`src/rtl/pshp_map.vh`:
```
`ifndef PSHP_MAP_VH
`define PSHP_MAP_VH

// ****************************************************************
// Mode numbers
// ****************************************************************
`define PSHP_MODE1      4'h1
`define PSHP_MODE2      4'h2
`define PSHP_MODE3      4'h3
`define PSHP_MODE4      4'h4
`define PSHP_MODE5      4'h5
`define PSHP_MODE6      4'h6
`define PSHP_MODE9      4'h9
`define PSHP_MODE10     4'hA

// ****************************************************************
// Memory map (byte addresses)
// ****************************************************************
`define PSHP_REG_TOP    6'h3F
`define PSHP_REG_PLAIN  2'h0
`define PSHP_REG_WIN    2'h1
`define PSHP_REG_SET    2'h2
`define PSHP_REG_CLR    2'h3
`define PSHP_WIN_GP     15'h7E80
`define PSHP_WIN_RX     15'h7E82
`define PSHP_WIN_UD     15'h7E84

// ****************************************************************
// Memory commands and window codes
// ****************************************************************
`define PSHP_CMD_WRITE  2'h0
`define PSHP_CMD_SET    2'h1
`define PSHP_CMD_CLR    2'h2
`define PSHP_WSEL_NONE  2'h0
`define PSHP_WSEL_GP    2'h1
`define PSHP_WSEL_RX    2'h2
`define PSHP_WSEL_UD    2'h3

// ****************************************************************
// Timing
// ****************************************************************
`define PSHP_STRAP_WAIT 3'h5
`define PSHP_RESET_LAT  15'h0000

`endif

```
`src/rtl/pshp_port.v`:
```
`timescale 1ns/1ps
`include "pshp_map.vh"
module pshp_port (
    input  wire        ref_clk,
    input  wire        rst,
    input  wire        irq_serial_select_pin,
    input  wire [4:0]  mode_strap_pins,
    input  wire        cs,
    input  wire        address_latch_strobe,
    input  wire        rd_rnw_pin,
    input  wire        wr_en_pin,
    input  wire        low_lane_write_strobe,
    input  wire        high_lane_write_strobe,
    input  wire [14:0] addr_pin,
    input  wire [15:0] ad_in,
    output wire [15:0] ad_out,
    output wire [15:0] ad_oe_n,
    output wire        cs_pulldown_en,
    output wire        parallel_slave_port_en,
    output wire        serial_port_en,
    output wire [3:0]  port_mode,
    output wire [14:0] mem_addr,
    output wire [1:0]  mem_be,
    output wire [1:0]  mem_cmd,
    output wire [15:0] mem_wdata,
    output wire        mem_wr,
    output wire        mem_rd,
    input  wire [15:0] mem_rdata,
    input  wire [2:0]  win_ptr_load,
    input  wire [14:0] win_ptr_load_val,
    output wire [14:0] gp_win_ptr,
    output wire [14:0] rx_win_ptr,
    output wire [14:0] ud_win_ptr
);

    // ************************************************************
    // Helper functions
    // ************************************************************
    // Strap code to mode number
    function [3:0] pshp_mode;
        input [2:0] s;
        begin
            case (s)
                3'h0:    pshp_mode = `PSHP_MODE1;
                3'h4:    pshp_mode = `PSHP_MODE2;
                3'h1:    pshp_mode = `PSHP_MODE3;
                3'h5:    pshp_mode = `PSHP_MODE4;
                3'h2:    pshp_mode = `PSHP_MODE5;
                3'h6:    pshp_mode = `PSHP_MODE6;
                3'h3:    pshp_mode = `PSHP_MODE9;
                default: pshp_mode = `PSHP_MODE10;
            endcase
        end
    endfunction

    // Which data window a byte address hits, if any
    function [1:0] pshp_wsel;
        input [14:0] a;
        input        w16;
        reg   [14:0] m;
        begin
            m = w16 ? {a[14:1], 1'b0} : a;
            if (m == `PSHP_WIN_GP)
                pshp_wsel = `PSHP_WSEL_GP;
            else if (m == `PSHP_WIN_RX)
                pshp_wsel = `PSHP_WSEL_RX;
            else if (m == `PSHP_WIN_UD)
                pshp_wsel = `PSHP_WSEL_UD;
            else
                pshp_wsel = `PSHP_WSEL_NONE;
        end
    endfunction

    // ************************************************************
    // Input synchronisers
    // ************************************************************
    // Three stages; a bit moves only when stages two and three agree
    wire [40:0] pin_vec = {irq_serial_select_pin, mode_strap_pins[4:2], cs,
                           address_latch_strobe, rd_rnw_pin, wr_en_pin,
                           low_lane_write_strobe, high_lane_write_strobe,
                           addr_pin, ad_in};
    reg  [40:0] in_s1_r;
    reg  [40:0] in_s2_r;
    reg  [40:0] in_s3_r;
    reg  [40:0] filt_r;
    always @(posedge ref_clk) begin
        in_s1_r <= pin_vec;
        in_s2_r <= in_s1_r;
        in_s3_r <= in_s2_r;
        filt_r  <= (in_s2_r & in_s3_r) | (filt_r & (in_s2_r | in_s3_r));
    end

    wire        f_sel  = filt_r[40];
    wire [2:0]  f_cfg  = filt_r[39:37];
    wire        f_cs   = filt_r[36];
    wire        f_al   = filt_r[35];
    wire        f_rd   = filt_r[34];
    wire        f_wr   = filt_r[33];
    wire        f_lo   = filt_r[32];
    wire        f_hi   = filt_r[31];
    wire [14:0] f_addr = filt_r[30:16];
    wire [15:0] f_ad   = filt_r[15:0];

    // ************************************************************
    // Strap capture
    // ************************************************************
    // Straps are static, so one capture after the chain settles is enough
    reg  [2:0] strap_cnt_r;
    reg        strap_ok_r;
    reg        port_en_r;
    reg  [3:0] mode_r;
    always @(posedge ref_clk) begin
        if (rst) begin
            strap_cnt_r <= 3'h0;
            strap_ok_r  <= 1'b0;
            port_en_r   <= 1'b0;
            mode_r      <= `PSHP_MODE1;
        end else if (!strap_ok_r) begin
            if (strap_cnt_r == `PSHP_STRAP_WAIT) begin
                strap_ok_r <= 1'b1;
                port_en_r  <= ~f_sel;
                mode_r     <= pshp_mode(f_cfg);
            end else begin
                strap_cnt_r <= strap_cnt_r + 3'h1;
            end
        end
    end

    // Mode flavour bits
    wire wide  = (mode_r == `PSHP_MODE3) | (mode_r == `PSHP_MODE4) |
                 (mode_r == `PSHP_MODE9) | (mode_r == `PSHP_MODE10);
    wire muxed = (mode_r == `PSHP_MODE5) | (mode_r == `PSHP_MODE6) |
                 (mode_r == `PSHP_MODE9) | (mode_r == `PSHP_MODE10);
    wire enstl = ~mode_r[0];

    // ************************************************************
    // Strobe decode
    // ************************************************************
    // Floating select arrives low through the pad pull-down
    wire live  = port_en_r & f_cs;
    wire lanes = f_lo | f_hi;
    wire rd_raw = enstl ? ((wide ? lanes : f_wr) & f_rd) : f_rd;
    wire wr_raw = enstl ? ((wide ? lanes : f_wr) & ~f_rd) : (wide ? lanes : f_wr);
    wire rd_act = live & rd_raw;
    wire wr_act = live & wr_raw;
    wire [1:0] lane_be = wide ? {f_hi, f_lo} : 2'h1;

    // ************************************************************
    // Address latch
    // ************************************************************
    // Follows the pins while the strobe is high, freezes on its fall
    reg [14:0] lat_r;
    always @(posedge ref_clk) begin
        if (rst)
            lat_r <= `PSHP_RESET_LAT;
        else if (muxed & live & f_al)
            lat_r <= wide ? {1'b0, f_ad[13:0]} : f_ad[14:0];
    end

    // Byte address of the current access; latch never advanced
    wire [14:0] src  = muxed ? lat_r : f_addr;
    wire [14:0] cur  = wide ? {src[13:0], 1'b0} : src;

    // ************************************************************
    // Access engine
    // ************************************************************
    reg         rd_prev_r;
    reg         wr_prev_r;
    reg         rd_pend_r;
    reg         rd_byte_r;
    reg  [14:0] wa_r;
    reg  [1:0]  be_acc_r;
    reg  [15:0] wd_r;
    reg  [15:0] dout_r;
    reg  [14:0] maddr_r;
    reg  [1:0]  mbe_r;
    reg  [1:0]  mcmd_r;
    reg  [15:0] mwd_r;
    reg         mwr_r;
    reg         mrd_r;
    reg  [14:0] ptr_r [0:2];

    wire [1:0]  rsel = pshp_wsel(cur, wide);
    wire [1:0]  wsel = pshp_wsel(wa_r, wide);
    wire        wreg = wa_r[14:9] == `PSHP_REG_TOP;
    wire [1:0]  wkind = wa_r[8:7];
    wire        rd_go = rd_act & ~rd_prev_r;
    wire        wr_go = wr_prev_r & ~wr_raw & f_cs & port_en_r;
    wire [1:0]  rinc = (rd_go && rsel != `PSHP_WSEL_NONE) ? rsel : `PSHP_WSEL_NONE;
    wire [1:0]  winc = (wr_go && wsel != `PSHP_WSEL_NONE) ? wsel : `PSHP_WSEL_NONE;

    // Bus side: reads launch on strobe rise, writes commit on strobe fall
    always @(posedge ref_clk) begin
        if (rst) begin
            rd_prev_r <= 1'b0;
            wr_prev_r <= 1'b0;
            rd_pend_r <= 1'b0;
            rd_byte_r <= 1'b0;
            wa_r      <= 15'h0000;
            be_acc_r  <= 2'h0;
            wd_r      <= 16'h0000;
            dout_r    <= 16'h0000;
            maddr_r   <= 15'h0000;
            mbe_r     <= 2'h0;
            mcmd_r    <= `PSHP_CMD_WRITE;
            mwd_r     <= 16'h0000;
            mwr_r     <= 1'b0;
            mrd_r     <= 1'b0;
        end else begin
            rd_prev_r <= rd_act;
            wr_prev_r <= wr_act;
            rd_pend_r <= mrd_r;
            mwr_r     <= 1'b0;
            mrd_r     <= 1'b0;
            // Lanes gathered across the whole pulse, write data taken from its last cycle
            if (wr_act & ~wr_prev_r) begin
                wa_r     <= cur;
                be_acc_r <= lane_be;
                wd_r     <= f_ad;
            end else if (wr_act) begin
                be_acc_r <= be_acc_r | lane_be;
                wd_r     <= f_ad;
            end
            if (rd_go) begin
                mrd_r     <= 1'b1;
                mcmd_r    <= `PSHP_CMD_WRITE;
                rd_byte_r <= ~wide | (rsel != `PSHP_WSEL_NONE);
                if (rsel != `PSHP_WSEL_NONE) begin
                    maddr_r <= ptr_r[rsel - 2'h1];
                    mbe_r   <= 2'h1;
                end else begin
                    maddr_r <= cur;
                    mbe_r   <= wide ? 2'h3 : 2'h1;
                end
            end else if (wr_go) begin
                mwr_r <= 1'b1;
                if (wsel != `PSHP_WSEL_NONE) begin
                    // Window writes move one byte whatever the width
                    maddr_r <= ptr_r[wsel - 2'h1];
                    mbe_r   <= 2'h1;
                    mcmd_r  <= `PSHP_CMD_WRITE;
                    mwd_r   <= {8'h00, (wide & ~be_acc_r[0]) ? wd_r[15:8] : wd_r[7:0]};
                end else begin
                    mbe_r <= be_acc_r;
                    mwd_r <= wd_r;
                    if (wreg & wkind[1]) begin
                        // Companion alias maps onto its base register
                        maddr_r <= {`PSHP_REG_TOP, 2'h0, wa_r[6:0]};
                        mcmd_r  <= wkind[0] ? `PSHP_CMD_CLR : `PSHP_CMD_SET;
                    end else begin
                        maddr_r <= wa_r;
                        mcmd_r  <= `PSHP_CMD_WRITE;
                    end
                end
            end
            // Read data one cycle after the memory request
            if (rd_pend_r)
                dout_r <= rd_byte_r ? {8'h00, mem_rdata[7:0]} : mem_rdata;
        end
    end

    // ************************************************************
    // Window pointers
    // ************************************************************
    // A load from the core wins over an access in the same cycle
    integer i;
    always @(posedge ref_clk) begin
        for (i = 0; i < 3; i = i + 1) begin
            if (rst)
                ptr_r[i] <= 15'h0000;
            else if (win_ptr_load[i])
                ptr_r[i] <= win_ptr_load_val;
            else if (rinc == i + 1 || winc == i + 1)
                ptr_r[i] <= ptr_r[i] + 15'h0001;
        end
    end

    // ************************************************************
    // Pin drive
    // ************************************************************
    // Raw select also gates the drivers so release is not delayed
    wire drive = rd_prev_r & rd_act & cs;
    assign ad_oe_n[7:0]  = {8{~drive}};
    assign ad_oe_n[15:8] = {8{~(drive & wide)}};
    assign ad_out        = dout_r;

    assign cs_pulldown_en         = port_en_r;
    assign parallel_slave_port_en = port_en_r;
    assign serial_port_en         = strap_ok_r & ~port_en_r;
    assign port_mode              = mode_r;
    assign mem_addr               = maddr_r;
    assign mem_be                 = mbe_r;
    assign mem_cmd                = mcmd_r;
    assign mem_wdata              = mwd_r;
    assign mem_wr                 = mwr_r;
    assign mem_rd                 = mrd_r;
    assign gp_win_ptr             = ptr_r[0];
    assign rx_win_ptr             = ptr_r[1];
    assign ud_win_ptr             = ptr_r[2];

endmodule

```
`config.mk`:
```
export PLATFORM = sky130hd
export DESIGN_NAME = pshp_port
export DESIGN_NICKNAME = d
export VERILOG_FILES = /design/src/rtl/pshp_port.v
export VERILOG_INCLUDE_DIRS = /design/src /design/src/rtl
export SDC_FILE = /design/constraint.sdc
export NUM_CORES = 1
export LEC_CHECK = 0
export BUFFER_PORTS_ARGS = -buffer_cell sky130_fd_sc_hd__buf_2
export CAP_MARGIN = 20
export CORE_AREA = 5 5 207 229
export DETAILED_ROUTE_END_ITERATION = 10
export DIE_AREA = 0 0 212 234
export GPL_ROUTABILITY_DRIVEN = 0
export PLACE_DENSITY_LB_ADDON = 0.3
export SYNTH_ARGS = -nofsm -noshare
export SYNTH_HDL_FRONTEND = slang
export SYNTH_SLANG_ARGS = --single-unit
```
`constraint.sdc`:
```
create_clock -name ref_clk -period 9.1 [get_ports ref_clk]
set_input_delay 0.91 -clock ref_clk [delete_from_list [all_inputs] [get_ports ref_clk]]
set_output_delay 0.91 -clock ref_clk [all_outputs]
set_load 0.1 [all_outputs]
```
==> results.txt, run 1 <==
Post-DP HPWL: 28,800 um
worst skew pair latency: 560 ps
final hold vios: 0
RSZ-0062 raised after global routing: false
Post-CTS Setup Inserts: 0
Post-synth EDFFs: 45
worst min path class: register to register
Bufs and invs on worst path: 1
DRC viols: 0
Overall Power: 3.34 mW
Critical Path Stages: 10
Switch Pwr: 0.883 mW
Synth Flop Type: dfxtp_1
die width: 212 um
async set-reset flop share out of synthesis: 0
initial DRC count: 818
ANT cells: 0
root buffer cell: clkbuf_16
hold path cells: 0
vias per cell: 5.04
delay-heaviest family, CP: simple AND/OR/NAND/NOR gates
Num CTS Buffers: 35
path depth of the worst reg2reg path: 10
register bit total from synthesis: 323
CP Capture Type: register
Switching Fraction: 0.264
Final min period: 5700 ps
CP peak stage delay: 760 ps
WP data required: 9260 ps
clock power share: 0.432
Post-Place Cells: 2,068
initial core utilization: 0.295
share of cells above drive strength 1: 0.196
Post-DP Area: 14,700 um^2
CP startpoint kind: register
Max Freq: 0.175 GHz
outcome: finished, final reports clean
Cell Area, Synth: 13,300 um^2
vias in the first global route: 10,100
met1 wire length: 16,600 um
Ports: 200
number of max-cap violations: 0
gate count of the mapped netlist: 1,365
Slew @ Worst Pin: 1020 ps
DR WL met3: 2830 um
main area contributors after synthesis: dfxtp_1 42%, edfxtp_1 10%, nand2_1 5.3%
met2 routed WL: 18,600 um
Crit Path Class: register to register
Ys Warns: 0
fin. max-slew vios: 0
gr ovfl total: 0
CP max stage cell: xor2_1
Syn Area/Cell: 9.73 um^2
Setup Total Neg Slack: 0 ps
GRT Overall Usage: 0.152
Vert. Die Dim: 234 um
sequential power share: 0.477
Core Box Area: 45,000 um^2
internal power: 2.46 mW
LEAKAGE: 6.02 nW
Final Cell Area: 15,900 um^2
IR drop worst, VDD: 0.117 mV
post-route ant nets: 0
cell chain of the critical path: xor2_1 > nand2_2 > a21oi_1 > o211ai_1 > or4_1 > ha_1 > nor4_2 > buf_4 > nand2_1 > nand3_1
Layout Nets: 1,604
Comb power frac: 0.091
Placement Rows: 82
DR WL/cell: 18.4 um
first-pass GRT wire length: 59,700 um
DRT Pass-1 Iters: 7
CTS tree: yes
CP arrival: 5860 ps
Synth Net Count: 1,451
Worst-path clk slew: 60 ps
highest metal used: met4
area grow syn2layout: 19.5%
final setup violation count: 0
synth unique cells: 73
final clock skew: 31.1 ps
Yosys top cell area share: 0.419
crit path max fanout: 21
cell area power density: 211 nW/um^2
register area share after synthesis: 0.521
die area: 49,600 um^2
port buffer count: 197
largest net degree at the start of global routing: 60
H-tree Lvls: 2
antenna violations before repair: 0
max_slew headroom: 0.300
Tcrit/Tclk final: 0.626
final wirelength: 39,200 um
Vias: 10,700
post-synth top area cell: dfxtp_1
Clock Tree Buf Depth: 3
CTS sink count: 323
fin cells: 2,131
hold bufs inserted after CTS: 0
PostCTS Resize Cnt: 0
## routing by layer
metal | GRT usage | vias up
met1 | 0.200 | 5094
met3 | 0.0317 | 67
met4 | 0.0499 | 0
met5 | 0 | -
met2 | 0.252 | 385
li1 | - | 5191
## metrics by stage
step	setup WS [ps]	util	hold slack, ps
detailed placement	3500	0.326	312
finish	3400	0.352	324
CTS	3490	0.352	326
global placement	3560	0.326	311
global route	2980	0.352	331
floorplan	3880	-	310
## worst reg2reg max path: cells and delay by family (launching register included)
kind	cells	cell delay [ps]
simple gates	5	2310
compound gates	2	800
xor+xnor	1	770
flops	1	750
fa+ha+maj	1	500
buf+inv	1	200
## kinds of logic after synthesis
kind of cell    count (synthesis)  share of synthesized area
compound gates                299                      0.156
xor+xnor                       48                     0.0322
fa+ha+maj                      48                     0.0375
buf+inv                       107                     0.0371
flops                         323                      0.521
mux                            58                     0.0438
simple gates                  482                      0.173
## flip-flops by register name, indices dropped and copies added, names as in the netlist, 2 cells and up
signal,flops
filt_r,41
wa_r,15
strap_cnt_r,3
ad_out,16
mem_addr,15
in_s3_r,41
in_s1_r,41
ptr_r,45
in_s2_r,41
mem_wdata,16
mem_cmd,2
lat_r,15
mem_be,2
wd_r,16
port_mode,4
be_acc_r,2
## synth_stat cells (4+ instances only)
cell	number
dfxtp_1	278
nand2_1	189
nor2_1	98
a21oi_1	84
clkbuf_1	62
mux2i_1	57
nand3_1	54
o21ai_0	54
edfxtp_1	45
maj3_1	41
nand2b_1	28
xor2_1	27
a32oi_1	25
and3_1	23
nor2b_1	23
xnor2_1	20
a211oi_1	19
buf_4	17
nor3_1	14
o211ai_1	14
o31ai_1	14
a211o_1	12
a31oi_1	11
buf_2	10
a31o_2	9
inv_1	9
nand4_1	9
buf_1	7
ha_1	7
o31ai_2	7
and2_1	6
a2111o_1	5
a311oi_1	5
o21ai_1	5
or2_2	5
or3_1	5
a22oi_1	4
nand4b_1	4
or4_1	4
## cell type report
cell class | count | area [um^2]
clock buffer | 53 | 1050
timing repair buffer | 214 | 1120
multi-input combinational | 935 | 5880
fill | 4564 | 29200
tap | 588 | 736
sequential | 323 | 6920
inverter | 9 | 33.8
clock inverter | 9 | 139
## cell usage in the layout, fill, tap and decap left out, types with 5 or more instances in the layout
| master | Yosys | layout |
|---|---|---|
| nand2_1 | 189 | 189 |
| buf_4 | 17 | 18 |
| clkbuf_16 | 0 | 35 |
| a2111o_1 | 5 | 5 |
| nor2_1 | 98 | 98 |
| ha_1 | 7 | 7 |
| and3_1 | 23 | 23 |
| or2_2 | 5 | 5 |
| and2_1 | 6 | 6 |
| a31oi_1 | 11 | 11 |
| a21oi_1 | 84 | 84 |
| mux2i_1 | 57 | 57 |
| or3_1 | 5 | 5 |
| dfxtp_1 | 278 | 278 |
| a31o_2 | 9 | 9 |
| clkbuf_1 | 62 | 7 |
| edfxtp_1 | 45 | 45 |
| nor3_1 | 14 | 14 |
| a311oi_1 | 5 | 5 |
| inv_1 | 9 | 9 |
| nand3_1 | 54 | 54 |
| o21ai_1 | 5 | 5 |
| o31ai_2 | 7 | 7 |
| a32oi_1 | 25 | 25 |
| nor2b_1 | 23 | 23 |
| o21ai_0 | 54 | 54 |
| maj3_1 | 41 | 41 |
| a211o_1 | 12 | 12 |
| a211oi_1 | 19 | 19 |
| nand4_1 | 9 | 9 |
| xor2_1 | 27 | 27 |
| clkbuf_8 | 0 | 10 |
| buf_2 | 10 | 196 |
| nand2b_1 | 28 | 28 |
| o31ai_1 | 14 | 14 |
| xnor2_1 | 20 | 20 |
| o211ai_1 | 14 | 14 |
## path summary, 6_finish.rpt
check | start | to | slack (ps)
max | port_mode[2] | ptr_r[1][12] | 3400
min | in_s1_r[31] | in_s2_r[31] | 320
max reg2reg | port_mode[2] | ptr_r[1][12] | 3400
min reg2reg | in_s1_r[31] | in_s2_r[31] | 320
## power by group through the flow
stage | Sequential, mW | Combinational, mW | Clock, mW
floorplan | 1.70 | 0.124 | 0
detailed placement | 1.62 | 0.306 | 0
global placement | 1.62 | 0.302 | 0
CTS | 1.59 | 0.306 | 1.49
finish | 1.59 | 0.305 | 1.44
global route | 1.60 | 0.324 | 1.54
Note: power is estimated with default switching activity, not from simulation.
==> run 2: changes to the inputs <==
--- a/config.mk
+++ b/config.mk
@@ -6,11 +6,12 @@
 export SDC_FILE = /design/constraint.sdc
 export NUM_CORES = 1
 export LEC_CHECK = 0
+export ABC_AREA = 1
 export BUFFER_PORTS_ARGS = -buffer_cell sky130_fd_sc_hd__buf_2
 export CAP_MARGIN = 20
-export CORE_AREA = 5 5 207 229
+export CORE_AREA = 5 5 203 225
 export DETAILED_ROUTE_END_ITERATION = 10
-export DIE_AREA = 0 0 212 234
+export DIE_AREA = 0 0 208 230
 export GPL_ROUTABILITY_DRIVEN = 0
 export PLACE_DENSITY_LB_ADDON = 0.3
 export SYNTH_ARGS = -nofsm -noshare
==> constraint.sdc (replaced) <==
create_clock -name ref_clk -period 5.65 [get_ports ref_clk]
set_input_delay 0.565 -clock ref_clk [delete_from_list [all_inputs] [get_ports ref_clk]]
set_output_delay 0.565 -clock ref_clk [all_outputs]
set_load 0.1 [all_outputs]
==> run 2 against run 1 <==
- first-iteration DRC count fell by 16%
- power rose by 66%
- non-clock buffer count decreased by 8
- via count decreased by 2.7%
- clock power grew 72%
- cell area shrank 3.1%
- final cell count is 5.9% higher
- sequential share of layout area is 1.4 points higher
- count of clock-buffer cells in the layout shrank 6
- largest power group unchanged
==> results.txt, run 2 <==
CP startpoint kind: register
max_slew headroom: 0.279
clock power share: 0.448
count leader, synth: dfxtp_1
hold bufs inserted after CTS: 0
Post-Place Cells: 2,190
RSZ-0062 raised after global routing: false
Worst Hold Launch: ad_in[5]
Crit Path Class: register to register
Switching Fraction: 0.261
Top reg by flops: ptr_r
hold path cells: 1
H-tree Lvls: 2
worst skew pair latency: 540 ps
register area share after synthesis: 0.542
post-synth top area cell: dfxtp_1
Min-Delay Endpoint: in_s1_r[5]
Tcrit/Tclk final: 0.785
DRT Pass-1 Iters: 6
most frequent cells in the layout: 278 x dfxtp_1, 265 x nand2_1, 197 x buf_2
number of max-cap violations: 0
Ys Warns: 0
die width: 208 um
Core Box Area: 43,000 um^2
outcome: finished, final reports clean
Post-DP HPWL: 26,300 um
commonest cells in the synthesized netlist: 278 x dfxtp_1, 265 x nand2_1, 158 x nor2_1
CP Capture Type: register
Vert. Die Dim: 230 um
Syn Area/Cell: 8.57 um^2
Final min period: 4440 ps
LEAKAGE: 6.53 nW
DR WL/cell: 15.6 um
FF-to-FF setup slack: 1210 ps
synth unique cells: 45
Ports: 200
gr ovfl total: 0
share of cells above drive strength 1: 0.179
Max Freq: 0.225 GHz
initial DRC count: 687
worst min path class: input port to register
gate count of the mapped netlist: 1,489
Final Cell Area: 15,400 um^2
Vias: 10,400
Critical R2R Launch: port_mode[0]
final clock skew: 17.6 ps
register bit total from synthesis: 323
root buffer cell: clkbuf_16
vias per cell: 4.63
async set-reset flop share out of synthesis: 0
die area: 47,800 um^2
Setup Total Neg Slack: 0 ps
Synth Flop Type: dfxtp_1
PostCTS Resize Cnt: 0
first-pass GRT wire length: 55,500 um
filler cell count: 4,448
Synth Net Count: 1,575
fin. max-slew vios: 0
DRC viols: 0
fin cells: 2,257
GRT Overall Usage: 0.143
Placement Rows: 80
CTS sink count: 323
Core Util, Final: 0.357
antenna violations before repair: 0
final hold vios: 0
Comb power frac: 0.094
Post-DP Area: 14,100 um^2
crit path max fanout: 28
Cell Area, Synth: 12,800 um^2
initial core utilization: 0.296
max FFs per register: 45
Num CTS Buffers: 36
CP arrival: 4500 ps
Worst-path clk slew: 60 ps
vias in the first global route: 10,200
Reg area: 6920 um^2
Switch Pwr: 1.45 mW
final wirelength: 35,200 um
Clock Tree Buf Depth: 3
Slew @ Worst Pin: 1080 ps
final setup violation count: 0
Post-synth EDFFs: 45
sequential power share: 0.458
WP data required: 5710 ps
path depth of the worst reg2reg path: 16
largest net degree at the start of global routing: 45
Yosys top cell area share: 0.436
cell area power density: 361 nW/um^2
IR drop worst, VDD: 0.204 mV
area of the multi-input gates: 4910 um^2
CTS tree: yes
post-route ant nets: 0
internal power: 4.10 mW
main area contributors after synthesis: dfxtp_1 44%, edfxtp_1 11%, nand2_1 7.8%
area grow syn2layout: 20.6%
ANT cells: 0
Post-CTS Setup Inserts: 0
Layout Nets: 1,741
r2r endpoint: ptr_r[0][0]
most common cell after layout, fill and taps aside: dfxtp_1
port buffer count: 197
-- run 2: cell types whose count changed after synthesis, sizes merged, moves of 29 or more --
cell	change
a21oi	+43
nand2	+90
nor2	+65
nand3	+32
o21ai	+61
mux2i	-57
inv	+117
clkbuf	-29
-- run 2: final cells by class --
cell class                      count  share of cell area
Clock buffer                       47              0.0672
Clock inverter                     19              0.0162
Inverter                          129              0.0319
Multi-Input combinational cell    959               0.319
Sequential cell                   323               0.450
Tap cell                          574              0.0467
Timing Repair Buffer              206              0.0690
-- run 2: worst max path at each step --
| stage | startpoint | cells after the start | endpoint |
|---|---|---|---|
| 2_1_floorplan | port_mode[1] | 11 | ad_oe_n[10] |
| 3_3_place_gp | port_mode[0] | 16 | ptr_r[0][10] |
| 3_5_place_dp | port_mode[0] | 16 | ptr_r[0][14] |
| 4_1_cts | port_mode[0] | 16 | ptr_r[0][0] |
| 5_1_grt | port_mode[0] | 16 | ptr_r[0][0] |
| 6_report | port_mode[0] | 16 | ptr_r[0][0] |
-- run 2: cell families after synthesis --
family | share of synthesized area
xor+xnor | 0.0268
flops | 0.542
simple gates | 0.187
buf+inv | 0.0726
compound gates | 0.132
fa+ha+maj | 0.0390
-- run 2: worst max-delay path: stages (launching register included) --
cell	delay, ps
dfxtp_1	480
inv_2	70
nand2_2	90
nand2_4	180
nand2_4	140
nand2_8	130
inv_6	210
nand2_1	140
nand4_1	160
nand2_1	70
buf_4	190
inv_1	420
ha_1	570
clkinv_1	130
buf_4	230
nand3_1	160
nand3_1	570
-- run 2: routing by layer --
metal	vias up	wire length [um]	part of all wire	track usage
met5	-	0	0	0
met4	0	898	0.025	0.0468
met3	60	2860	0.081	0.0414
met2	359	16100	0.46	0.233
met1	4783	15400	0.44	0.183
li1	5247	-	-	-
-- run 2: per-stage QoR --
stage / total power [mW] / hold WS (ps) / setup WS (ps)
after CTS: 5.63 / 91.2 / 1220
after floorplan: 2.97 / 310 / 1400
after global placement: 3.11 / 311 / 1310
after global routing: 5.79 / 94.7 / 892
final: 5.55 / 132 / 1210
after detailed placement: 3.11 / 312 / 1250
-- run 2: power groups by stage --
stage | combinational [mW] | sequential, mW | clock [mW]
2_1_floorplan | 0.230 | 2.74 | 0
3_3_place_gp | 0.516 | 2.59 | 0
3_5_place_dp | 0.523 | 2.59 | 0
4_1_cts | 0.524 | 2.54 | 2.57
5_1_grt | 0.570 | 2.55 | 2.67
6_report | 0.522 | 2.54 | 2.48
==> run 3: changes to the inputs <==
==> constraint.sdc (replaced) <==
create_clock -name ref_clk -period 4.1 [get_ports ref_clk]
set_input_delay 0.41 -clock ref_clk [delete_from_list [all_inputs] [get_ports ref_clk]]
set_output_delay 0.41 -clock ref_clk [all_outputs]
set_load 0.1 [all_outputs]
==> run 3 against run 2 <==
- clock skew is 16 ps higher
- maximum frequency is 23% higher
- flip-flop and latch count did not move
- wire length is 0.34% lower
- clock power is 30% higher
- first-iteration DRC count up 7.6%
- sequential share of layout area shrank 1.1 points
- sequential power grew 38%
- setup slack got worse by 730 ps
- largest cell class unchanged
- largest power group unchanged
- highest routed layer unchanged
==> results.txt, run 3 (synthesis gave the netlist of run 2 again) <==
Core Util, Final: 0.367
Min-Delay Endpoint: ad_out[4]
Critical R2R Launch: port_mode[0]
root buffer cell: clkbuf_16
clock power share: 0.431
Worst-path clk slew: 60 ps
largest net degree at the start of global routing: 45
CTS tree: yes
Crit Path Class: register to register
sequential power share: 0.469
RSZ-0062 raised after global routing: false
final setup violation count: 0
area of the multi-input gates: 4910 um^2
final wirelength: 35,100 um
met2 routed WL: 16,200 um
cell area power density: 473 nW/um^2
worst skew pair latency: 560 ps
max_slew headroom: 0.451
cell chain of the critical path: inv_2 > nand2_2 > nand2_4 > nand2_4 > nand2_8 > inv_6 > nand2_1 > nand4_1 > nand2_1 > inv_1 > ha_1 > clkinv_1 > nand3_1 > nand3_1
share of cells above drive strength 1: 0.179
DRT Pass-1 Iters: 5
CP startpoint kind: register
H-tree Lvls: 2
CP max stage cell: nand3_1
filler cell count: 4,431
worst min path class: input port to register
DRC viols: 0
CTS sink count: 323
crit path max fanout: 28
area grow syn2layout: 23.8%
outcome: finished, final reports clean
LEAKAGE: 6.70 nW
final hold vios: 0
Switching Fraction: 0.268
Clock Tree Buf Depth: 3
Core Box Area: 43,000 um^2
met1 wire length: 15,200 um
antenna violations before repair: 0
die area: 47,800 um^2
Post-CTS Setup Inserts: 0
gr ovfl total: 0
r2r endpoint: ptr_r[0][13]
Setup Total Neg Slack: 0 ps
GRT Overall Usage: 0.143
IR drop worst, VDD: 0.316 mV
hold path cells: 3
Switch Pwr: 2.00 mW
Worst Hold Launch: mem_rdata[4]
DR WL met3: 2800 um
vias per cell: 4.58
highest metal used: met4
Layout Nets: 1,792
path depth of the worst reg2reg path: 14
CP arrival: 3670 ps
Comb power frac: 0.100
initial core utilization: 0.296
port buffer count: 197
Placement Rows: 80
DR WL/cell: 15.2 um
internal power: 5.47 mW
ANT cells: 0
Vert. Die Dim: 230 um
CP Capture Type: register
Final min period: 3620 ps
Post-DP HPWL: 26,100 um
Max Freq: 0.276 GHz
post-route ant nets: 0
vias in the first global route: 10,000
number of max-cap violations: 0
Slew @ Worst Pin: 821 ps
Vias: 10,600
Reg area: 6920 um^2
final clock skew: 33.3 ps
FF-to-FF setup slack: 480 ps
initial DRC count: 739
WP data required: 4150 ps
CP peak stage delay: 610 ps
first-pass GRT wire length: 55,700 um
most common cell after layout, fill and taps aside: dfxtp_1
most frequent cells in the layout: 274 x dfxtp_1, 265 x nand2_1, 197 x buf_2
Num CTS Buffers: 35
die width: 208 um
max FFs per register: 45
Ports: 200
Tcrit/Tclk final: 0.883
Top reg by flops: ptr_r
fin. max-slew vios: 0
[run 3: changes by cell type in the layout (fill, tap and decap cells not counted), sizes merged]
cell	before	now
clkinv	11	14
buf	206	217
dlygate4sd3	0	41
clkinvlp	3	2
bufinv	5	3
inv	129	127
clkbuf	47	45
[run 3: cell type report]
class                      count  area share
sequential                   323       0.438
multi-input combinational    959       0.311
timing repair buffer         258      0.0980
clock buffer                  45      0.0617
tap                          574      0.0455
inverter                     129      0.0311
clock inverter                17      0.0143
[run 3: worst max path at each step]
stage	from	end	slack, ps	depth (start not counted)
final	port_mode[0]	ptr_r[0][13]	480	14
after global routing	port_mode[2]	ptr_r[2][11]	90	22
after CTS	port_mode[0]	ptr_r[0][9]	460	14
after detailed placement	port_mode[0]	ptr_r[0][13]	490	14
after global placement	port_mode[2]	ptr_r[1][11]	580	21
after floorplan	port_mode[1]	ptr_r[1][0]	260	19
[run 3: power by group through the flow]
stage                     combinational (mW)  sequential (mW)  clock [mW]
after floorplan                        0.316             3.77           0
after global placement                 0.713             3.57           0
after detailed placement               0.724             3.57           0
after CTS                              0.754             3.50        3.35
after global routing                   0.819             3.52        3.48
final                                  0.750             3.50        3.22
[run 3: worst max-delay path, delay by kind of cell (launching register included)]
family | cells | cell delay (ps)
adders and majority gates | 1 | 400
and+or+nand+nor | 9 | 1690
DFF | 1 | 410
buffers and inverters | 4 | 620
[run 3: what timing repair did]
item | in CTS | in global routing
gates resized for setup | 0 | 0
endpoints found under the hold margin | 41 | 0
hold buffers | 41 | 0
[run 3: layer usage]
metal,vias up,track usage
li1,5344,-
met1,4806,0.189
met2,346,0.232
met3,55,0.0329
met4,0,0.0468
met5,-,0
[run 3: per-stage QoR]
| stage | hold slack [ps] | instances | area [um^2] | setup slack [ps] | total power [mW] |
|---|---|---|---|---|---|
| after global routing | 72.3 | 2305 | 15800 | 90.2 | 7.82 |
| after CTS | 62.5 | 2305 | 15800 | 460 | 7.60 |
| after detailed placement | 312 | 2202 | 14200 | 493 | 4.29 |
| final | 94.7 | 2305 | 15800 | 479 | 7.47 |
| after global placement | 311 | 2202 | 14200 | 575 | 4.28 |
| after floorplan | 310 | 1489 | 12800 | 260 | 4.09 |
